===== src/inc/bor_pkg.sv =====
// constants and register map for the brown-out reset control
package bor_pkg;

    // apb register byte offsets
    localparam logic [11:0] CONFIG_OFFSET  = 12'h000;
    localparam logic [11:0] CONTROL_OFFSET = 12'h004;
    localparam logic [11:0] STATUS_OFFSET  = 12'h008;

    // configuration register fields
    localparam int MODE_LSB  = 0;
    localparam int LEVEL_LSB = 2;
    localparam int LOCK_BIT  = 4;
    // control register field
    localparam int SOFT_EN_BIT = 0;
    // status register fields
    localparam int ST_READY_BIT   = 0;
    localparam int ST_ACTIVE_BIT  = 1;
    localparam int ST_RESET_BIT   = 2;
    localparam int ST_ABORT_BIT   = 3;
    localparam int ST_STARTUP_BIT = 4;
    localparam int ST_LEVEL_LSB   = 5;

    // reset values
    localparam logic [1:0] MODE_RESET    = 2'h3;
    localparam logic [1:0] LEVEL_RESET   = 2'h0;
    localparam logic       SOFT_EN_RESET = 1'b0;

    // brown-out modes
    localparam logic [1:0] MODE_OFF       = 2'h0;
    localparam logic [1:0] MODE_SOFTWARE  = 2'h1;
    localparam logic [1:0] MODE_OFF_SLEEP = 2'h2;
    localparam logic [1:0] MODE_ALWAYS_ON = 2'h3;

    // level code that the comparator sees during bulk erase (2.45 V)
    localparam logic [1:0] LEVEL_ERASE = 2'h3;

    // brown-out filter time and clock rate
    localparam int CLOCK_MHZ         = 100;
    localparam int FILTER_TIME_NS    = 1000;
    localparam int FILTER_CYCLES_INT = (FILTER_TIME_NS * CLOCK_MHZ + 999) / 1000;
    localparam int FILTER_W          = 8;
    localparam logic [FILTER_W-1:0] FILTER_CYCLES = FILTER_CYCLES_INT[FILTER_W-1:0];

    // apb data width
    localparam int DATA_W = 32;

endpackage : bor_pkg


===== src/inc/bor_if.sv =====
// link between the dip filter and the sequencer
`timescale 1ns/1ps
interface bor_filter_if;
    import bor_pkg::*;
    logic armed;   // detector enabled and ready
    logic below;   // comparator says supply under threshold
    logic trip;    // dip lasted past the filter time

    modport sequencer (output armed, output below, input trip);
    modport filter    (input armed, input below, output trip);
endinterface : bor_filter_if


===== src/design/brown_out_reset_control.sv =====
// power-on and brown-out reset sequencer with apb registers
`timescale 1ns/1ps

module brown_out_reset_control
    import bor_pkg::*;
(
    input  wire logic              pclk,
    input  wire logic              presetn,
    input  wire logic              psel,
    input  wire logic              penable,
    input  wire logic              pwrite,
    input  wire logic [11:0]       paddr,
    input  wire logic [DATA_W-1:0] pwdata,
    output logic      [DATA_W-1:0] prdata,
    output logic                   pready,
    output logic                   pslverr,
    input  wire logic              por_below_min,
    input  wire logic              power_up_timer_busy,
    input  wire logic              external_reset_pin_n,
    input  wire logic              bor_below_threshold,
    input  wire logic              bor_ready,
    input  wire logic              sleep_req,
    input  wire logic              wake_req,
    input  wire logic              bulk_erase_active,
    output logic                   chip_reset,
    output logic                   bor_enable,
    output logic      [1:0]        bor_level,
    output logic                   erase_abort,
    output logic                   in_sleep
);
    typedef enum logic [1:0] {S_RESET, S_RUN, S_SLEEP, S_WAKE} seq_state_t;

    typedef struct packed {
        seq_state_t state;
        logic       chip_reset;
        logic       bor_enable;
        logic [1:0] bor_level;
        logic       erase_abort;
        logic       abort_seen;
        logic       in_sleep;
        logic       bor_reset;
        logic       pready;
    } top_state_t;

    top_state_t st_q;
    top_state_t st_d;

    logic [1:0]        mode;
    logic [1:0]        level_cfg;
    logic              soft_en;
    logic [DATA_W-1:0] status_word;
    logic [DATA_W-1:0] rdata_w;
    logic              err_w;
    logic              det_on;
    logic              supply_ok;
    logic              startup_ok;
    logic              wake_ok;

    bor_filter_if flt ();

    bor_apb_regs u_regs (
        .pclk                   (pclk),
        .presetn                (presetn),
        .psel                   (psel),
        .penable                (penable),
        .pwrite                 (pwrite),
        .paddr                  (paddr),
        .pwdata                 (pwdata),
        .status_word            (status_word),
        .prdata                 (rdata_w),
        .pslverr                (err_w),
        .brown_out_mode_field   (mode),
        .brown_out_level_select (level_cfg),
        .brown_out_soft_enable  (soft_en)
    );

    bor_dip_filter u_filter (
        .pclk    (pclk),
        .presetn (presetn),
        .flt     (flt)
    );

    // detector enable per mode, state and erase
    function automatic logic det_enable(input logic [1:0] m, input logic sw,
                                        input logic slp, input logic erase);
        logic en;
        en = 1'b0;
        case (m)
            MODE_ALWAYS_ON: en = 1'b1;
            MODE_OFF_SLEEP: en = !slp;
            MODE_SOFTWARE:  en = sw;
            default:        en = 1'b0;
        endcase
        return en | erase;
    endfunction : det_enable

    // only the sleep state itself counts, so the detector is back on while waking
    assign det_on    = det_enable(mode, soft_en, st_q.state == S_SLEEP, bulk_erase_active);
    assign supply_ok = bor_ready && !bor_below_threshold;

    // protection only once the detector is ready
    assign flt.armed = st_q.bor_enable && bor_ready;
    assign flt.below = bor_below_threshold;

    assign startup_ok = (mode == MODE_ALWAYS_ON || mode == MODE_OFF_SLEEP) ? supply_ok : 1'b1;
    assign wake_ok    = (mode == MODE_OFF_SLEEP) ? bor_ready : 1'b1;

    // readable status: ready, active, causes, level
    always_comb
    begin
        status_word                      = '0;
        status_word[ST_READY_BIT]        = bor_ready;
        status_word[ST_ACTIVE_BIT]       = st_q.bor_enable;
        status_word[ST_RESET_BIT]        = st_q.bor_reset;
        status_word[ST_ABORT_BIT]        = st_q.abort_seen;
        status_word[ST_STARTUP_BIT]      = (st_q.state == S_RESET);
        status_word[ST_LEVEL_LSB +: 2]   = st_q.bor_level;
    end

    // sequencer next state
    always_comb
    begin
        st_d             = st_q;
        st_d.bor_enable  = det_on;
        st_d.bor_level   = bulk_erase_active ? LEVEL_ERASE : level_cfg;
        st_d.erase_abort = 1'b0;
        st_d.pready      = psel && !penable;
        if (bulk_erase_active && flt.trip)
        begin
            st_d.erase_abort = 1'b1;
            st_d.abort_seen  = 1'b1;
        end
        case (st_q.state)
            S_RESET:
            begin
                st_d.chip_reset = 1'b1;
                st_d.in_sleep   = 1'b0;
                if (!por_below_min && !power_up_timer_busy && external_reset_pin_n
                    && startup_ok)
                begin
                    st_d.state      = S_RUN;
                    st_d.chip_reset = 1'b0;
                end
            end
            S_RUN:
            begin
                if (sleep_req)
                begin
                    st_d.state    = S_SLEEP;
                    st_d.in_sleep = 1'b1;
                end
            end
            S_SLEEP:
            begin
                if (wake_req)
                    st_d.state = S_WAKE;
            end
            default:
            begin
                if (wake_ok)
                begin
                    st_d.state    = S_RUN;
                    st_d.in_sleep = 1'b0;
                end
            end
        endcase
        if (por_below_min || !external_reset_pin_n)
        begin
            st_d.state      = S_RESET;
            st_d.chip_reset = 1'b1;
            st_d.bor_reset  = 1'b0; // fresh non-brown-out reset cause
        end
        // trip still latched from an erase abort must not reset
        if (flt.trip && !bulk_erase_active && !st_q.erase_abort)
        begin
            st_d.state      = S_RESET;
            st_d.chip_reset = 1'b1;
            st_d.bor_reset  = 1'b1;
        end
    end

    always_ff @(posedge pclk or negedge presetn)
    begin
        if (!presetn)
        begin
            st_q            <= '0;
            st_q.state      <= S_RESET;
            st_q.chip_reset <= 1'b1;
        end
        else
            st_q <= st_d;
    end

    // outputs from flip-flops
    assign chip_reset  = st_q.chip_reset;
    assign bor_enable  = st_q.bor_enable;
    assign bor_level   = st_q.bor_level;
    assign erase_abort = st_q.erase_abort;
    assign in_sleep    = st_q.in_sleep;
    assign pready      = st_q.pready;
    assign prdata      = rdata_w;
    assign pslverr     = err_w;
endmodule : brown_out_reset_control


===== src/design/bor_dip_filter.sv =====
// noise filter: trips after a dip longer than the filter time
`timescale 1ns/1ps
module bor_dip_filter
    import bor_pkg::*;
(
    input  wire logic   pclk,
    input  wire logic   presetn,
    bor_filter_if.filter flt
);
    typedef struct packed {
        logic [FILTER_W-1:0] count;
        logic                trip;
    } filt_state_t;

    filt_state_t st_q;
    filt_state_t st_d;

    // count consecutive low cycles, restart on any recovery
    always_comb
    begin
        st_d = st_q;
        if (!(flt.armed && flt.below))
        begin
            st_d.count = '0;
            st_d.trip  = 1'b0;
        end
        else if (st_q.count >= FILTER_CYCLES)
        begin
            st_d.trip = 1'b1;
        end
        else
        begin
            st_d.count = st_q.count + 1'b1;
        end
    end

    always_ff @(posedge pclk or negedge presetn)
    begin
        if (!presetn)
            st_q <= '0;
        else
            st_q <= st_d;
    end

    assign flt.trip = st_q.trip;
endmodule : bor_dip_filter


===== src/design/bor_apb_regs.sv =====
// apb slave holding mode, level and soft enable registers
`timescale 1ns/1ps
module bor_apb_regs
    import bor_pkg::*;
(
    input  wire logic              pclk,
    input  wire logic              presetn,
    input  wire logic              psel,
    input  wire logic              penable,
    input  wire logic              pwrite,
    input  wire logic [11:0]       paddr,
    input  wire logic [DATA_W-1:0] pwdata,
    input  wire logic [DATA_W-1:0] status_word,
    output logic      [DATA_W-1:0] prdata,
    output logic                   pslverr,
    output logic      [1:0]        brown_out_mode_field,
    output logic      [1:0]        brown_out_level_select,
    output logic                   brown_out_soft_enable
);
    typedef struct packed {
        logic [1:0]        mode;
        logic [1:0]        level;
        logic              locked;
        logic              soft_en;
        logic [DATA_W-1:0] rdata;
        logic              err;
    } reg_state_t;

    reg_state_t st_q;
    reg_state_t st_d;

    // decode; configuration is writable until a write sets the lock bit, then locked until reset
    always_comb
    begin
        st_d     = st_q;
        st_d.err = 1'b0;
        if (psel && !penable)
        begin
            st_d.rdata = '0;
            if (paddr == CONFIG_OFFSET)
            begin
                st_d.rdata[MODE_LSB +: 2]  = st_q.mode;
                st_d.rdata[LEVEL_LSB +: 2] = st_q.level;
                st_d.rdata[LOCK_BIT]       = st_q.locked;
                if (pwrite && !st_q.locked)
                begin
                    st_d.mode   = pwdata[MODE_LSB +: 2];
                    st_d.level  = pwdata[LEVEL_LSB +: 2];
                    st_d.locked = pwdata[LOCK_BIT];
                end
            end
            else if (paddr == CONTROL_OFFSET)
            begin
                st_d.rdata[SOFT_EN_BIT] = st_q.soft_en;
                if (pwrite)
                    st_d.soft_en = pwdata[SOFT_EN_BIT];
            end
            else if (paddr == STATUS_OFFSET)
            begin
                st_d.rdata = status_word;
            end
            else
            begin
                st_d.err = 1'b1;
            end
        end
    end

    always_ff @(posedge pclk or negedge presetn)
    begin
        if (!presetn)
        begin
            st_q         <= '0;
            st_q.mode    <= MODE_RESET;
            st_q.level   <= LEVEL_RESET;
            st_q.soft_en <= SOFT_EN_RESET;
        end
        else
            st_q <= st_d;
    end

    assign prdata                 = st_q.rdata;
    assign pslverr                = st_q.err;
    assign brown_out_mode_field   = st_q.mode;
    assign brown_out_level_select = st_q.level;
    assign brown_out_soft_enable  = st_q.soft_en;
endmodule : bor_apb_regs


===== config.mk =====
export PLATFORM = sky130hd
export DESIGN_NAME = brown_out_reset_control
export DESIGN_NICKNAME = d
export VERILOG_FILES = /design/src/inc/bor_pkg.sv /design/src/inc/bor_if.sv /design/src/design/brown_out_reset_control.sv /design/src/design/bor_dip_filter.sv /design/src/design/bor_apb_regs.sv
export SDC_FILE = /design/constraint.sdc
export NUM_CORES = 1
export LEC_CHECK = 0
export ABC_AREA = 1
export BUFFER_PORTS_ARGS = -buffer_cell sky130_fd_sc_hd__buf_2
export CORE_ASPECT_RATIO = 1.5
export CORE_UTILIZATION = 51
export CTS_CLUSTER_SIZE = 28
export DETAILED_ROUTE_END_ITERATION = 8
export PLACE_DENSITY = 0.94
export SLEW_MARGIN = 30
export SYNTH_ARGS = -nofsm -noshare
export SYNTH_HDL_FRONTEND = slang
export SYNTH_SLANG_ARGS = --single-unit

===== constraint.sdc =====
create_clock -name pclk -period 2.38 [get_ports pclk]
set_input_delay 0.119 -clock pclk [delete_from_list [all_inputs] [get_ports pclk]]
set_output_delay 0.119 -clock pclk [all_outputs]
set_load 0.02 [all_outputs]

==> results of run 1 <==
stage by stage:
step                utilization (%)  hold WS (ns)  setup slack (ns)  std cells
finish                         59.0        0.0412             0.915        377
global route                   59.0        0.0705             0.767        377
CTS                            59.0        0.0378             0.933        377
detailed placement             56.8         0.221             0.947        369
global placement               56.8         0.214              1.03        369
floorplan                         -        -0.177              1.10        315
state kept, by name, indices dropped and copies added (netlist names), 2 cells and up:
name and flops:
u_regs.brown_out_level_select 2, bor_level 2, u_regs.brown_out_mode_field 2, u_filter.st_q 8, u_regs.prdata 7, st_q 4
per-layer routing:
metal	routed length [µm]	up-vias	GRT usage [%]
met5	0	-	0
met4	79	0	9.00
met3	183	7	4.88
met2	2390	58	40.6
met1	1570	874	18.7
li1	-	925	-
worst max-delay path, stage by stage (launching register included):
cell,delay (ns)
sky130_fd_sc_hd__dfrtp_1,0.42
sky130_fd_sc_hd__inv_1,0.10
sky130_fd_sc_hd__ha_1,0.24
sky130_fd_sc_hd__inv_1,0.10
sky130_fd_sc_hd__nor2_1,0.11
sky130_fd_sc_hd__nand3_1,0.08
sky130_fd_sc_hd__nand2_1,0.10
sky130_fd_sc_hd__inv_1,0.05
sky130_fd_sc_hd__nand3_1,0.08
sky130_fd_sc_hd__nand2_1,0.06
sky130_fd_sc_hd__nand2_1,0.07
cell type report:
type / instances / area [µm²]
Fill cell: 355 / 1650
Multi-Input combinational cell: 197 / 971
Sequential cell: 34 / 855
Timing Repair Buffer: 45 / 230
Inverter: 49 / 185
Clock buffer: 5 / 68.8
Tap cell: 45 / 56.3
Clock inverter: 2 / 10.0
power groups by stage:
stage / combinational [mW] / sequential (mW) / clock [mW]
6_report: 0.143 / 0.590 / 0.394
5_1_grt: 0.159 / 0.590 / 0.424
4_1_cts: 0.143 / 0.590 / 0.400
3_5_place_dp: 0.141 / 0.601 / 0
3_3_place_gp: 0.137 / 0.600 / 0
2_1_floorplan: 0.116 / 0.605 / 0
cells in the final DEF, fill, tap and decap left out, drive strengths merged:
master | Yosys | final
nand3 | 29 | 29
nand2 | 69 | 69
nor3 | 6 | 6
nor2 | 29 | 29
inv | 48 | 48
dfstp | 3 | 3
xor2 | 2 | 2
o211ai | 1 | 1
buf | 34 | 44
or2 | 3 | 3
nand4 | 3 | 3
o21bai | 2 | 2
dfrtp | 31 | 31
o21ai | 19 | 19
ha | 6 | 6
dlygate4sd3 | 0 | 1
a21oi | 3 | 3
clkinv | 1 | 3
clkbuf | 1 | 5
conb | 1 | 25
kinds of logic (layout without fill, tap and decap cells):
logic type                 after synthesis  count (layout)  synth area share [%]
xor gates and xnor gates                 2               2                 0.804
adders and majority gates                6               6                  3.44
buffers and inverters                   84             101                  20.4
DFF                                     34              34                  39.2
AOI/OAI and AO/OA                       25              25                  6.26
and+or+nand+nor                        139             139                  29.7
other                                    1              25                 0.172
how the worst min path moves through the flow:
stage              start                             end  slack, ns
6_report       pwdata[1]  u_regs.brown_out_mode_field[1]       0.04
5_1_grt        pwdata[1]  u_regs.brown_out_mode_field[1]       0.07
4_1_cts        pwdata[1]  u_regs.brown_out_mode_field[1]       0.04
3_5_place_dp     presetn                u_filter.st_q[5]       0.22
3_3_place_gp     presetn                u_filter.st_q[7]       0.21
2_1_floorplan    presetn                      bor_enable      -0.18
==> flow_summary.json, run 1 <==
{
  "cells_on_worst_reg2reg_path": 10,
  "setup.worst_path.end_class": "register",
  "h-tree-depth": 2,
  "worst_skew_pair.late_latency_ns": 0.28,
  "drtAntennaViolNets": 0,
  "synth.cells.most_frequent": "66 x sky130_fd_sc_hd__nand2_1, 46 x sky130_fd_sc_hd__inv_1, 34 x sky130_fd_sc_hd__buf_4, 31 x sky130_fd_sc_hd__dfrtp_1, 28 x sky130_fd_sc_hd__nand3_1",
  "core_area_um2": 4030,
  "crit_path_arrival_time_ns": 1.69,
  "relSlewSlack_pct": 50.6,
  "routed-via-count": 1864,
  "crit_start": "st_q[9]",
  "path_class": "register to register",
  "seq_power_share_pct": 52.3,
  "final_period_minus_worst_setup_slack_ns": 1.46,
  "min_delay_path_depth": 3,
  "synth_largest_area_cell": "sky130_fd_sc_hd__dfrtp_1",
  "setup_violations": 0,
  "floorplan.initialDensity_pct": 54.1,
  "initialDrtViolationCount": 86,
  "gp_routability_congestion": 0.929,
  "drive_gt1_share_pct": 21.1,
  "first_pass_grt_wire_length_um": 7080,
  "static_leakage_nw": 1.38,
  "core.rowCount": 28,
  "die_x_um": 55.4,
  "n_antenna_cell": 0,
  "crit_required_ns": 2.60,
  "final.setup.tns_ns": 0,
  "die_area_um2": 4540,
  "grt_remaining_overflow": 0,
  "grt_use_total_pct": 20.1,
  "vdd.ir_drop.worst_mv": 0.452,
  "critical_path_source_type": "register",
  "post_cts_buffers": 0,
  "status": "finished clean",
  "report.final.hold_viol_count": 0,
  "synth_flop_cell": "sky130_fd_sc_hd__dfrtp_1",
  "dr.pass1.iters": 4,
  "area_delta_synth_final_pct": 9.01,
  "maximum_number_of_pins_on_one_net_before_global_route_repair": 35,
  "syn_area_um2": 2180,
  "detail_route.wl_per_cell_um": 11.2,
  "hold_path_class": "primary input to register",
  "post-dp-hpwl_um": 3250,
  "grt_setup_unrepaired": "no",
  "internal-power_uw": 820,
  "yosysWarnings": 0,
  "synth_area_leaders": "sky130_fd_sc_hd__dfrtp_1 36%, sky130_fd_sc_hd__buf_4 12%, sky130_fd_sc_hd__nand2_1 11%",
  "route.final.wire_length_um": 4230,
  "clock_tree.root_cell": "sky130_fd_sc_hd__clkbuf_8",
  "slew_viols_final": 0,
  "clock.fmax_ghz": 0.683,
  "power.clock.fraction_pct": 34.9,
  "grt_antenna_before_repair": 0,
  "max_slew.worst_pin.slew_ns": 0.741,
  "design_area_um2": 2380,
  "synthArstFlopShare_pct": 100,
  "postPlaceCellArea_um2": 2290,
  "share_of_power_burned_in_combinational_logic_pct": 12.7,
  "timing.rr.end": "st_q[10]",
  "fin_worst_skew_ns": 0.00696,
  "yosys.cell_count.top_type": "sky130_fd_sc_hd__nand2_1",
  "critical_path.endpoint": "st_q[10]",
  "boundaryPins": 97,
  "cts.sinks": 34,
  "path_clk_slew_ns": 0.07,
  "report.power.total_mw": 1.13,
  "syn_area_per_cell_um2": 7.49,
  "yosys_register_bits": 34,
  "power_density_nw_per_um2": 474,
  "rr_startpoint": "st_q[9]",
  "netSwitchingPower_uw": 307,
  "drv.max_cap_violation_count": 0,
  "via_density": 4.94,
  "port_buffers": 44,
  "tritoncts": "yes",
  "vias_in_the_first_global_route": 1789,
  "reg2reg_setup_slack_ns": 0.92,
  "synth_edf_count": 0,
  "sequential_share_of_the_synthesized_area_pct": 39.2,
  "cts_inserted_buffers": 5,
  "clockBufferDepth": 2,
  "timing.final.crit_share_pct": 61.5,
  "holdBufCountCts": 1,
  "resized_gates_after_cts": 0,
  "ys_types": 30,
  "worst-path-max-fanout": 5,
  "power_switching_share_pct": 27.2,
  "synth_top_area_share_pct": 35.6,
  "drc": 0,
  "synthCells": 291,
  "die_height_um": 82.1,
  "nets": 395
}
No activity file was read; power rests on OpenSTA's default activity.
==> run 2: changes to the inputs <==
--- a/config.mk
+++ b/config.mk
@@ -8,10 +8,10 @@
 export ABC_AREA = 1
 export BUFFER_PORTS_ARGS = -buffer_cell sky130_fd_sc_hd__buf_2
 export CORE_ASPECT_RATIO = 1.5
-export CORE_UTILIZATION = 51
+export CORE_UTILIZATION = 43
 export CTS_CLUSTER_SIZE = 28
 export DETAILED_ROUTE_END_ITERATION = 8
-export PLACE_DENSITY = 0.94
+export PLACE_DENSITY = 0.86
 export SLEW_MARGIN = 30
 export SYNTH_ARGS = -nofsm -noshare
 export SYNTH_HDL_FRONTEND = slang
==> constraint.sdc (replaced) <==
create_clock -name pclk -period 1.3 [get_ports pclk]
set_input_delay 0.065 -clock pclk [delete_from_list [all_inputs] [get_ports pclk]]
set_output_delay 0.065 -clock pclk [all_outputs]
set_load 0.02 [all_outputs]
==> flow_summary.json, run 2 (same netlist as run 1, synthesis figures left out) <==
{
  "vdd.ir_drop.worst_mv": 0.475,
  "boundaryPins": 97,
  "post-dp-hpwl_um": 3250,
  "die_area_um2": 5360,
  "area_delta_synth_final_pct": 24.1,
  "route.final.wire_length_um": 4640,
  "slew_viols_final": 0,
  "grt_setup_unrepaired": "yes",
  "worst-path-max-fanout": 4,
  "crit_start": "st_q[9]",
  "die_height_um": 89.2,
  "regMostFlops": "u_filter.st_q",
  "numPlacedInstances": 397,
  "first_pass_grt_wire_length_um": 7360,
  "hold_ws_ns": 0.00874,
  "global_route.usage.met1_pct": 18.7,
  "critical_path_source_type": "register",
  "routed-via-count": 1955,
  "grt_antenna_before_repair": 0,
  "global_route.usage.met3_pct": 4.05,
  "final_critical_path_setup_slack_ns": -0.0703,
  "vias_in_the_first_global_route": 1819,
  "layout.cells.most_common_list": "64 x sky130_fd_sc_hd__nand2_1, 44 x sky130_fd_sc_hd__buf_2, 40 x sky130_fd_sc_hd__inv_1, 30 x sky130_fd_sc_hd__dfrtp_1, 25 x sky130_fd_sc_hd__conb_1",
  "hold_path_class": "primary input to register",
  "min_delay_path_depth": 3,
  "crit_required_ns": 1.52,
  "grt_use_total_pct": 18.4,
  "report.power.total_mw": 2.18,
  "drc": 0,
  "largest_reg_flops": 8,
  "power_density_nw_per_um2": 805,
  "tritoncts": "yes",
  "rr_startpoint": "st_q[9]",
  "worst_skew_pair.late_latency_ns": 0.29,
  "met2_use_gr_pct": 32.6,
  "drv.max_cap_violation_count": 0,
  "nets": 417,
  "core.rowCount": 31,
  "timing.rr.end": "st_q[9]",
  "setup.worst_path.end_class": "register",
  "port_buffers": 44,
  "via_density": 4.64,
  "cells_on_worst_reg2reg_path": 10,
  "initialDrtViolationCount": 62,
  "path_clk_slew_ns": 0.07,
  "gp_routability_congestion": 0.884,
  "place_worst_setup_slack_ns": -0.0884,
  "violations": "negative setup slack",
  "dr.pass1.iters": 4,
  "report.final.hold_viol_count": 0,
  "core_area_um2": 4850,
  "floorplan.initialDensity_pct": 45.0,
  "setup_violations": 2,
  "grt_remaining_overflow": 0,
  "die_x_um": 60.1,
  "timing.final.crit_share_pct": 105,
  "instances_no_fill": 421,
  "mostFrequentLayoutCell": "sky130_fd_sc_hd__nand2_1",
  "cts_inserted_buffers": 5,
  "static_leakage_nw": 1.50,
  "grt_most_used_layer": "met2",
  "cts.sinks": 34,
  "maximum_number_of_pins_on_one_net_before_global_route_repair": 35,
  "clockBufferDepth": 2,
  "drive_gt1_share_pct": 31.8,
  "drtAntennaViolNets": 0,
  "status": "finished with violations",
  "h-tree-depth": 2,
  "n_antenna_cell": 0,
  "final_period_minus_worst_setup_slack_ns": 1.37,
  "fin_worst_skew_ns": 0.00841,
  "hp-start": "pwdata[0]",
  "reg2reg_setup_slack_ns": -0.07,
  "hold_path_end": "u_regs.brown_out_mode_field[0]",
  "path_class": "register to register",
  "detail_route.wl_per_cell_um": 11.0,
  "clock.fmax_ghz": 0.730,
  "crit_path_arrival_time_ns": 1.59,
  "clock_tree.root_cell": "sky130_fd_sc_hd__clkbuf_8"
}
[run 2: final cells by class]
cell class                      instances  area, µm²
Multi-Input combinational cell        198       1070
Fill cell                             411       2140
Inverter                               49        190
Tap cell                               66       82.6
Sequential cell                        34        856
Clock buffer                            7       86.3
Clock inverter                          1       5.00
Timing Repair Buffer                   66        415
[run 2: worst max-delay path by stage]
stage / cells past startpoint / end / slack [ns]
floorplan: 5 / u_filter.st_q[6] / 0.02
global placement: 10 / st_q[10] / -0.03
detailed placement: 10 / st_q[10] / -0.09
CTS: 10 / st_q[10] / 0.004
global route: 10 / st_q[9] / -0.18
finish: 10 / st_q[9] / -0.07
[run 2: per-layer routing]
layer / vias to the layer above / routed length, µm
li1: 969 / -
met1: 894 / 1780
met2: 75 / 2500
met3: 17 / 188
met4: 0 / 177
met5: - / 0
[run 2: where the power goes]
part           leakage (nW)  switching, mW  internal (mW)
sequential            0.448        0.00882           1.07
combinational          1.00          0.205         0.0975
clock                0.0482          0.366          0.427
total                  1.50          0.580           1.60
[run 2: metrics by stage]
stage	setup TNS (ns)	instance area, µm²	utilization, %
2_1_floorplan	0	2270	-
3_3_place_gp	-0.0522	2370	48.8
3_5_place_dp	-0.160	2370	48.8
4_1_cts	0	2580	53.2
5_1_grt	-0.366	2700	55.8
6_report	-0.129	2700	55.8
[run 2: timing repair]
action / 4_1_cts / 5_1_grt
setup endpoints to repair: 2 / 8
cloned: 0 / 1
pin swaps: 2 / 6
hold buffers: 2 / 0
resized for setup: 13 / 15
buffers inserted: 5 / 8
endpoints found under the hold margin: 32 / 0
[run 2: worst max-delay path, cell delays in order (launching register included)]
cell	delay, ns
sky130_fd_sc_hd__dfrtp_2	0.45
sky130_fd_sc_hd__inv_4	0.09
sky130_fd_sc_hd__ha_4	0.17
sky130_fd_sc_hd__inv_4	0.04
sky130_fd_sc_hd__nor2_2	0.09
sky130_fd_sc_hd__nand3_1	0.08
sky130_fd_sc_hd__nand2_1	0.12
sky130_fd_sc_hd__inv_1	0.07
sky130_fd_sc_hd__nand3_2	0.07
sky130_fd_sc_hd__nand2_1	0.06
sky130_fd_sc_hd__nand2_1	0.07
